`config.mk`:
```
export PLATFORM = sky130hd
export DESIGN_NAME = dac_host
export DESIGN_NICKNAME = d
export VERILOG_FILES = /design/src/verilog/dac_host_pkg.sv /design/src/verilog/dac_host.sv /design/src/verilog/dac_pin_sequencer.sv
export SDC_FILE = /design/constraint.sdc
export NUM_CORES = 1
export LEC_CHECK = 0
export BUFFER_PORTS_ARGS = -buffer_cell sky130_fd_sc_hd__buf_2
export CELL_PAD_IN_SITES_DETAIL_PLACEMENT = 0
export CELL_PAD_IN_SITES_GLOBAL_PLACEMENT = 1
export CORE_MARGIN = 3
export CORE_UTILIZATION = 45
export CTS_CLUSTER_DIAMETER = 60
export DETAILED_ROUTE_END_ITERATION = 8
export PLACE_DENSITY = 0.88
export SYNTH_ARGS = -nofsm -noshare
export SYNTH_HDL_FRONTEND = slang
export SYNTH_HIERARCHICAL = 1
export SYNTH_SLANG_ARGS = --single-unit
```
`constraint.sdc`:
```
create_clock -name clk -period 2.5 [get_ports clk]
set_input_delay 0.125 -clock clk [delete_from_list [all_inputs] [get_ports clk]]
set_output_delay 0.125 -clock clk [all_outputs]
set_load 0.02 [all_outputs]
```
`src/verilog/dac_host_pkg.sv`:
```
package dac_host_pkg;
	// ****************************************
	// software registers on the axi4-lite side
	// ****************************************
	localparam logic [7:0] cmd_offset = 8'h00;
	localparam logic [7:0] mode_offset = 8'h04;
	localparam logic [7:0] status_offset = 8'h08;
	localparam logic [7:0] readback_offset = 8'h0c;
	localparam logic [7:0] pin_offset = 8'h10;

	// ****************************************
	// command word layout
	// ****************************************
	localparam int code_width = 12;
	localparam int bus_width = 16;
	localparam int gain_bit = 12;
	localparam int buffer_bit = 13;
	localparam int op_lsb = 16;
	localparam int addr_lsb = 20;
	localparam logic [3:0] op_write = 4'h1;
	localparam logic [3:0] op_read = 4'h2;
	localparam logic [3:0] op_load = 4'h3;
	localparam logic [3:0] op_wipe = 4'h4;

	// ****************************************
	// pin and mode register bits
	// ****************************************
	localparam int sleep_bit = 0;
	localparam int sync_bit = 0;

	// ****************************************
	// strobe timing
	// ****************************************
	localparam int clk_period_ps = 4000;
	localparam int strobe_ns = 20;
	localparam int strobe_cycles = (strobe_ns * 1000 + clk_period_ps - 1) / clk_period_ps;
	localparam int wake_ns = 5000;
	localparam int wake_cycles = (wake_ns * 1000 + clk_period_ps - 1) / clk_period_ps;
	localparam logic [1:0] resp_okay = 2'b00;
	localparam logic [1:0] resp_slverr = 2'b10;
endpackage

```
`src/verilog/dac_host.sv`:
```
`timescale 1ns/1ps
// What this block does
// - one bus word carries a full code
// - three-bit binary channel address, a to h
// - readback: select low, write high, read pulse
// - host waits wake time after sleep release
// - gain and buffer ride upper bus bits
// - host bus at least code width wide
module dac_host
	import dac_host_pkg::*;
#(
	parameter int wake_count = wake_cycles
)
(
	input wire logic clk,
	input wire logic reset_n,
	input wire logic [7:0] s_axi_awaddr,
	input wire logic s_axi_awvalid,
	output logic s_axi_awready,
	input wire logic [31:0] s_axi_wdata,
	input wire logic [3:0] s_axi_wstrb,
	input wire logic s_axi_wvalid,
	output logic s_axi_wready,
	output logic [1:0] s_axi_bresp,
	output logic s_axi_bvalid,
	input wire logic s_axi_bready,
	input wire logic [7:0] s_axi_araddr,
	input wire logic s_axi_arvalid,
	output logic s_axi_arready,
	output logic [31:0] s_axi_rdata,
	output logic [1:0] s_axi_rresp,
	output logic s_axi_rvalid,
	input wire logic s_axi_rready,
	output logic chip_select_n,
	output logic write_n,
	output logic read_n,
	output logic output_transfer_n,
	output logic wipe_n,
	output logic sleep_n,
	output logic channel_addr_msb,
	output logic channel_addr_mid,
	output logic channel_addr_lsb,
	input wire logic [bus_width-1:0] data_in,
	output logic [bus_width-1:0] data_out,
	output logic data_oe
);
	// ****************************************
	// pin input synchroniser
	// ****************************************
	logic [bus_width-1:0] data_meta;
	logic [bus_width-1:0] data_sync;
	always_ff @(posedge clk or negedge reset_n)
	begin
		if (!reset_n)
		begin
			data_meta <= 16'h0000;
			data_sync <= 16'h0000;
		end
		else
		begin
			data_meta <= data_in;
			data_sync <= data_meta;
		end
	end

	// ****************************************
	// register state
	// ****************************************
	logic [7:0] aw_addr;
	logic [31:0] w_data;
	logic aw_held;
	logic w_held;
	// low lane strobe is latched with the word, since the master may move it after the handshake
	logic w_low_lane;
	logic seq_start;
	logic [3:0] seq_op;
	logic [2:0] seq_addr;
	logic [bus_width-1:0] seq_word;
	logic seq_busy;
	logic [bus_width-1:0] captured;
	logic sync_mode;
	logic [15:0] wake_left;
	logic seq_busy_q;
	logic pending_load;
	logic seq_out_transfer_n;

	assign s_axi_awready = !aw_held && !s_axi_bvalid;
	assign s_axi_wready = !w_held && !s_axi_bvalid;

	function automatic logic is_mapped(input logic [7:0] a);
		is_mapped = (a == cmd_offset) || (a == mode_offset) || (a == status_offset) ||
			(a == readback_offset) || (a == pin_offset);
	endfunction

	// write channel: address and data taken in either order
	always_ff @(posedge clk or negedge reset_n)
	begin
		if (!reset_n)
		begin
			aw_held <= 1'b0;
			w_held <= 1'b0;
			aw_addr <= 8'h00;
			w_data <= 32'h0000_0000;
			w_low_lane <= 1'b0;
			s_axi_bvalid <= 1'b0;
			s_axi_bresp <= resp_okay;
		end
		else
		begin
			if (s_axi_awvalid && s_axi_awready)
			begin
				aw_held <= 1'b1;
				aw_addr <= s_axi_awaddr;
			end
			if (s_axi_wvalid && s_axi_wready)
			begin
				w_held <= 1'b1;
				w_data <= s_axi_wdata;
				w_low_lane <= s_axi_wstrb[0];
			end
			if (aw_held && w_held)
			begin
				aw_held <= 1'b0;
				w_held <= 1'b0;
				s_axi_bvalid <= 1'b1;
				s_axi_bresp <= is_mapped(aw_addr) ? resp_okay : resp_slverr;
			end
			if (s_axi_bvalid && s_axi_bready)
				s_axi_bvalid <= 1'b0;
		end
	end

	// command issue; commands while busy or waking are dropped
	always_ff @(posedge clk or negedge reset_n)
	begin
		if (!reset_n)
		begin
			seq_start <= 1'b0;
			seq_op <= 4'h0;
			seq_addr <= 3'h0;
			seq_word <= 16'h0000;
			sync_mode <= 1'b0;
			sleep_n <= 1'b1;
		end
		else
		begin
			seq_start <= 1'b0;
			if (aw_held && w_held && w_low_lane)
			begin
				if (aw_addr == cmd_offset && !seq_busy && wake_left == 16'h0000)
				begin
					seq_start <= 1'b1;
					seq_op <= w_data[op_lsb +: 4];
					seq_addr <= w_data[addr_lsb +: 3];
					seq_word <= w_data[bus_width-1:0];
				end
				if (aw_addr == mode_offset)
					sync_mode <= w_data[sync_bit];
				if (aw_addr == pin_offset)
					sleep_n <= w_data[sleep_bit];
			end
		end
	end

	// wake delay after sleep release blocks new commands
	always_ff @(posedge clk or negedge reset_n)
	begin
		if (!reset_n)
			wake_left <= 16'h0000;
		else if (aw_held && w_held && w_low_lane && aw_addr == pin_offset && w_data[sleep_bit] && !sleep_n)
			wake_left <= 16'(wake_count);
		else if (wake_left != 16'h0000)
			wake_left <= wake_left - 16'h0001;
	end

	// ****************************************
	// pin sequencer
	// ****************************************
	dac_pin_sequencer seq_inst (
		.clk(clk),
		.reset_n(reset_n),
		.start(seq_start),
		.op(seq_op),
		.addr(seq_addr),
		.word(seq_word),
		.data_sync(data_sync),
		.busy(seq_busy),
		.captured(captured),
		.chip_select_n(chip_select_n),
		.write_n(write_n),
		.read_n(read_n),
		.output_transfer_n(seq_out_transfer_n),
		.wipe_n(wipe_n),
		.channel_addr_msb(channel_addr_msb),
		.channel_addr_mid(channel_addr_mid),
		.channel_addr_lsb(channel_addr_lsb),
		.data_out(data_out),
		.data_oe(data_oe)
	);

	// synchronous mode holds the load line low throughout; the device ignores it during readback
	always_ff @(posedge clk or negedge reset_n)
	begin
		if (!reset_n)
			pending_load <= 1'b1;
		else
			pending_load <= sync_mode ? 1'b0 : seq_out_transfer_n;
	end
	assign output_transfer_n = pending_load;

	// busy tracking for status
	always_ff @(posedge clk or negedge reset_n)
	begin
		if (!reset_n)
			seq_busy_q <= 1'b0;
		else
			seq_busy_q <= seq_busy;
	end

	// read channel
	assign s_axi_arready = !s_axi_rvalid;
	always_ff @(posedge clk or negedge reset_n)
	begin
		if (!reset_n)
		begin
			s_axi_rvalid <= 1'b0;
			s_axi_rdata <= 32'h0000_0000;
			s_axi_rresp <= resp_okay;
		end
		else if (s_axi_arvalid && s_axi_arready)
		begin
			s_axi_rvalid <= 1'b1;
			s_axi_rresp <= is_mapped(s_axi_araddr) ? resp_okay : resp_slverr;
			unique case (s_axi_araddr)
				mode_offset: s_axi_rdata <= {31'h0, sync_mode};
				status_offset: s_axi_rdata <= {30'h0, wake_left != 16'h0000, seq_busy_q | seq_busy};
				readback_offset: s_axi_rdata <= {16'h0000, captured};
				pin_offset: s_axi_rdata <= {31'h0, sleep_n};
				default: s_axi_rdata <= 32'h0000_0000;
			endcase
		end
		else if (s_axi_rvalid && s_axi_rready)
			s_axi_rvalid <= 1'b0;
	end
endmodule // dac_host

```
`src/verilog/dac_pin_sequencer.sv`:
```
`timescale 1ns/1ps
// drives one strobe cycle on the parallel pins
module dac_pin_sequencer
	import dac_host_pkg::*;
(
	input wire logic clk,
	input wire logic reset_n,
	input wire logic start,
	input wire logic [3:0] op,
	input wire logic [2:0] addr,
	input wire logic [bus_width-1:0] word,
	input wire logic [bus_width-1:0] data_sync,
	output logic busy,
	output logic [bus_width-1:0] captured,
	output logic chip_select_n,
	output logic write_n,
	output logic read_n,
	output logic output_transfer_n,
	output logic wipe_n,
	output logic channel_addr_msb,
	output logic channel_addr_mid,
	output logic channel_addr_lsb,
	output logic [bus_width-1:0] data_out,
	output logic data_oe
);
	typedef enum {idle_st, setup_st, active_st, hold_st} seq_type;
	seq_type state;
	logic [15:0] count;
	logic [3:0] cur_op;

	// state and timing; each phase lasts strobe_cycles
	always_ff @(posedge clk or negedge reset_n)
	begin
		if (!reset_n)
		begin
			state <= idle_st;
			count <= 16'h0000;
			cur_op <= 4'h0;
		end
		else
		begin
			unique case (state)
				idle_st:
				begin
					if (start)
					begin
						state <= setup_st;
						cur_op <= op;
						count <= 16'(strobe_cycles);
					end
				end
				setup_st, active_st, hold_st:
				begin
					if (count > 16'h0001)
						count <= count - 16'h0001;
					else
					begin
						count <= 16'(strobe_cycles);
						state <= (state == setup_st) ? active_st : (state == active_st) ? hold_st : idle_st;
					end
				end
			endcase
		end
	end

	assign busy = (state != idle_st);

	// pin drive; strobes never low together, read never overlaps write
	always_ff @(posedge clk or negedge reset_n)
	begin
		if (!reset_n)
		begin
			chip_select_n <= 1'b1;
			write_n <= 1'b1;
			read_n <= 1'b1;
			output_transfer_n <= 1'b1;
			wipe_n <= 1'b1;
			{channel_addr_msb, channel_addr_mid, channel_addr_lsb} <= 3'h0;
			data_out <= 16'h0000;
			data_oe <= 1'b0;
		end
		else
		begin
			if (state == idle_st && start)
			begin
				{channel_addr_msb, channel_addr_mid, channel_addr_lsb} <= addr;
				data_out <= word;
				data_oe <= (op == op_write);
				chip_select_n <= !(op == op_write || op == op_read);
			end
			if (state == setup_st && count == 16'h0001)
			begin
				write_n <= !(cur_op == op_write);
				read_n <= !(cur_op == op_read);
				output_transfer_n <= !(cur_op == op_load);
				wipe_n <= !(cur_op == op_wipe);
			end
			if (state == active_st && count == 16'h0001)
			begin
				// rising edge of write strobe latches the word in the device
				write_n <= 1'b1;
				read_n <= 1'b1;
				output_transfer_n <= 1'b1;
				wipe_n <= 1'b1;
			end
			if (state == hold_st && count == 16'h0001)
			begin
				chip_select_n <= 1'b1;
				data_oe <= 1'b0;
			end
		end
	end

	// readback sampled just before the read strobe rises
	always_ff @(posedge clk or negedge reset_n)
	begin
		if (!reset_n)
			captured <= 16'h0000;
		else if (state == active_st && count == 16'h0001 && cur_op == op_read)
			captured <= data_sync;
	end
endmodule // dac_pin_sequencer

```
==> results.toml <==
[timing]
rsz0062_at_grt = "false"
fin_crit_ns = 2.18
slew_headroom_pct = 52.9
worst_slew_pin_slew_ns = 0.706
tns_ns = 0
worst_slack_ns = 0.324
hold_ws_ns = 0.0665
hold_violations = 0
skew_ns = 0.0151
finalSetupViolCount = 0
fmax_mhz = 460
slew_viol_final = 0
finalCritPeriodShare_pct = 87.0

[setup_path]
endpoint = "seq_inst/output_transfer_n$_DFFE_PN1P_"
cp.depth = 5
cp-end-kind = "flop"
r2r_slack_ns = 0.32
worstSetupStartpointType = "flop"
crit_family = "simple AND/OR/NAND/NOR gates"
crit_chain = "or4_4 > nor4b_4 > buf_4 > nand3_1 > a221oi_1"
reg2reg_to = "seq_inst/output_transfer_n$_DFFE_PN1P_"
reg2reg_from = "seq_inst/count[14]$_DFFE_PN0P_"
required_ns = 2.81
worst_ep_arrival_time_ns = 2.49
startpoint = "seq_inst/count[14]$_DFFE_PN0P_"
critPathBufInv = 1
path_class = "reg2reg"
max_stage_delay_ns = 0.55
rr_worst_depth = 5
crit_fanout = 8
slowest_stage = "or4_4"

[placement]
portBuffers = 111
gp_congestion = 0.832
place_ws_ns = 0.318
dp_hpwl_um = 10900
dp.cells = 908

[yosys]
yosysWarnings = 6
netlist_area_mm2 = 0.00788
synth_edf_count = 0
ys_seq_area_share_pct = 61.4
yosysTopAreaCell = "dfrtp_1"
ys_types = 59
synth_seq_cells = 193
postSynthCellCount = 582
synth_top_area_share_pct = 59.1
postSynthAreaPerCell_um2 = 13.5
ys_top_cells_by_area = "dfrtp_1, mux2_2, dfstp_2"
synthFlopType = "dfrtp_1"
postSynth.asyncResetShare_pct = 100

[layout]
n_antenna_cell = 0
final_core_util_pct = 58.0
layout_commonest_cell = "dfrtp_1"
layout_common_cells = "dfrtp_1, buf_2, mux2_2"
area_growth_syn_to_layout_pct = 24.3
drive_gt1_share_pct = 35.8
num-nets-final = 843
layout.cells.non_filler = 993

[detailed_routing]
routed_wl_um = 15900
via_count = 5178
drt_first_pass_iters = 4
drt_iter0_drc = 255
drc = 0
post_drt_via_cell_ratio = 5.21
ant_nets = 0
wl_per_cell_um = 16.0

[grt]
grt_pass1_wl_um = 26800
antenna_found_initial = 0
grt_max_degree = 88
track_usage_pct = 17.1
gr-total-overflow = 0
grt_pass1_vias = 5490

[floorplan]
fp-row-count = 47
die_w_um = 138
dieArea_mm2 = 0.0191
die_y_um = 138
core-area_mm2 = 0.0169
start_util_pct = 46.7
io_pins = 142

[clocking]
numCtsBuffers = 17
clk_latency_ns = 0.43
htreeDepth = 4
cts_tree = "done"
clk_path_buf_depth = 2
post_cts_buffers = 0
clock-sinks = 193
root_buffer = "clkbuf_16"
cts.clk_slew.worst_paths_ns = 0.07

[min_path]
hold_class = "in2reg"

[power]
power_density_mw_per_mm2 = 941
leakage_uw = 0.00476
ir_drop_uv = 526

[run]
cap_viol_max_count = 0

[run_status]
status = "complete, no violations"
-- per-layer routing --
metal	wire (um)	GRT usage (%)	up-vias
met4	401	7.28	0
met2	8210	29.2	137
met5	0	0	-
li1	-	-	2399
met1	6620	21.1	2611
met3	673	3.87	31
-- what timing repair did --
action	in CTS	in global routing
hold buffers	53	0
hold endpoints to repair	132	0
resized for setup	0	0
-- power by group --
part           leakage [uW]  internal, uW  total (uW)  switching, uW
clock network      0.000288          1360        2630           1270
registers           0.00246          3760        4310            554
logic               0.00202          1080        2270           1190
-- cell usage after synthesis (3+ instances only) --
master and count:
a21oi_1 17, a22o_1 15, a31oi_1 4, and2_1 4
and3_1 4, buf_2 3, buf_4 19, buf_6 3
clkbuf_1 9, dfrtp_1 186, dfstp_2 7, ha_1 8
inv_1 13, mux2_2 87, mux2_4 10, mux2i_1 4
nand2_1 15, nand2b_1 6, nand3_1 11, nand3b_1 4
nand4_1 4, nor2_1 39, nor2b_1 4, nor3_1 8
nor4_1 4, o211ai_1 5, o21ai_0 17, o31ai_1 5
or2_2 4, or3_1 9, or4_1 5, or4_4 3
xnor2_1 4, xor2_1 11
-- worst min path at each step --
stage,start,endpoint,cells past startpoint
2_1_floorplan,reset_n,aw_addr[0]$_DFFE_PN0P_,0
3_3_place_gp,reset_n,s_axi_rresp[1]$_DFFE_PN0P_,1
3_5_place_dp,data_in[5],data_meta[5]$_DFF_PN0_,1
4_1_cts,s_axi_araddr[2],s_axi_rdata[0]$_DFFE_PN0P_,3
5_1_grt,s_axi_araddr[6],s_axi_rresp[1]$_DFFE_PN0P_,4
6_report,s_axi_araddr[2],s_axi_rdata[0]$_DFFE_PN0P_,3
-- layout make-up --
class	instances	area (um2)
Fill cell	1329	7090
Sequential cell	193	4840
Multi-Input combinational cell	358	2820
Timing Repair Buffer	177	1220
Clock buffer	19	443
Tap cell	220	275
Clock inverter	13	143
Inverter	13	48.8
-- registers in the layout (all words and copies together) (netlist names), 2 cells and up --
signal,flops
data_meta,16
seq_inst/cur_op,4
w_data,23
aw_addr,8
seq_op,4
seq_addr,3
seq_inst/state,2
seq_word,16
data_sync,16
seq_inst/captured,16
seq_inst/data_out,16
wake_left,16
s_axi_rdata,16
seq_inst/count,16
-- metrics by stage --
step	area, um2	total power (uW)
after floorplan	7940	5870
after global placement	8670	6410
after detailed placement	8670	6570
after CTS	9790	9290
after global routing	9790	9780
final	9790	9210
-- cell families after synthesis --
kind of cell / Yosys count / share of synthesized area [%]
XOR/XNOR: 15 / 1.67
other: 1 / 0.0476
buffers and inverters: 48 / 3.53
adder cells (fa/ha/maj): 8 / 1.27
AND/OR/NAND/NOR: 139 / 10.5
flip-flops: 193 / 61.4
AO/OA/AOI/OAI: 77 / 6.67
multiplexers: 101 / 14.9
-- worst min-delay path, cell delays in order --
cell and delay (ns):
buf_2 0.11, o211ai_1 0.09, o21ai_0 0.13
Note: power is estimated with default switching activity, not from simulation.
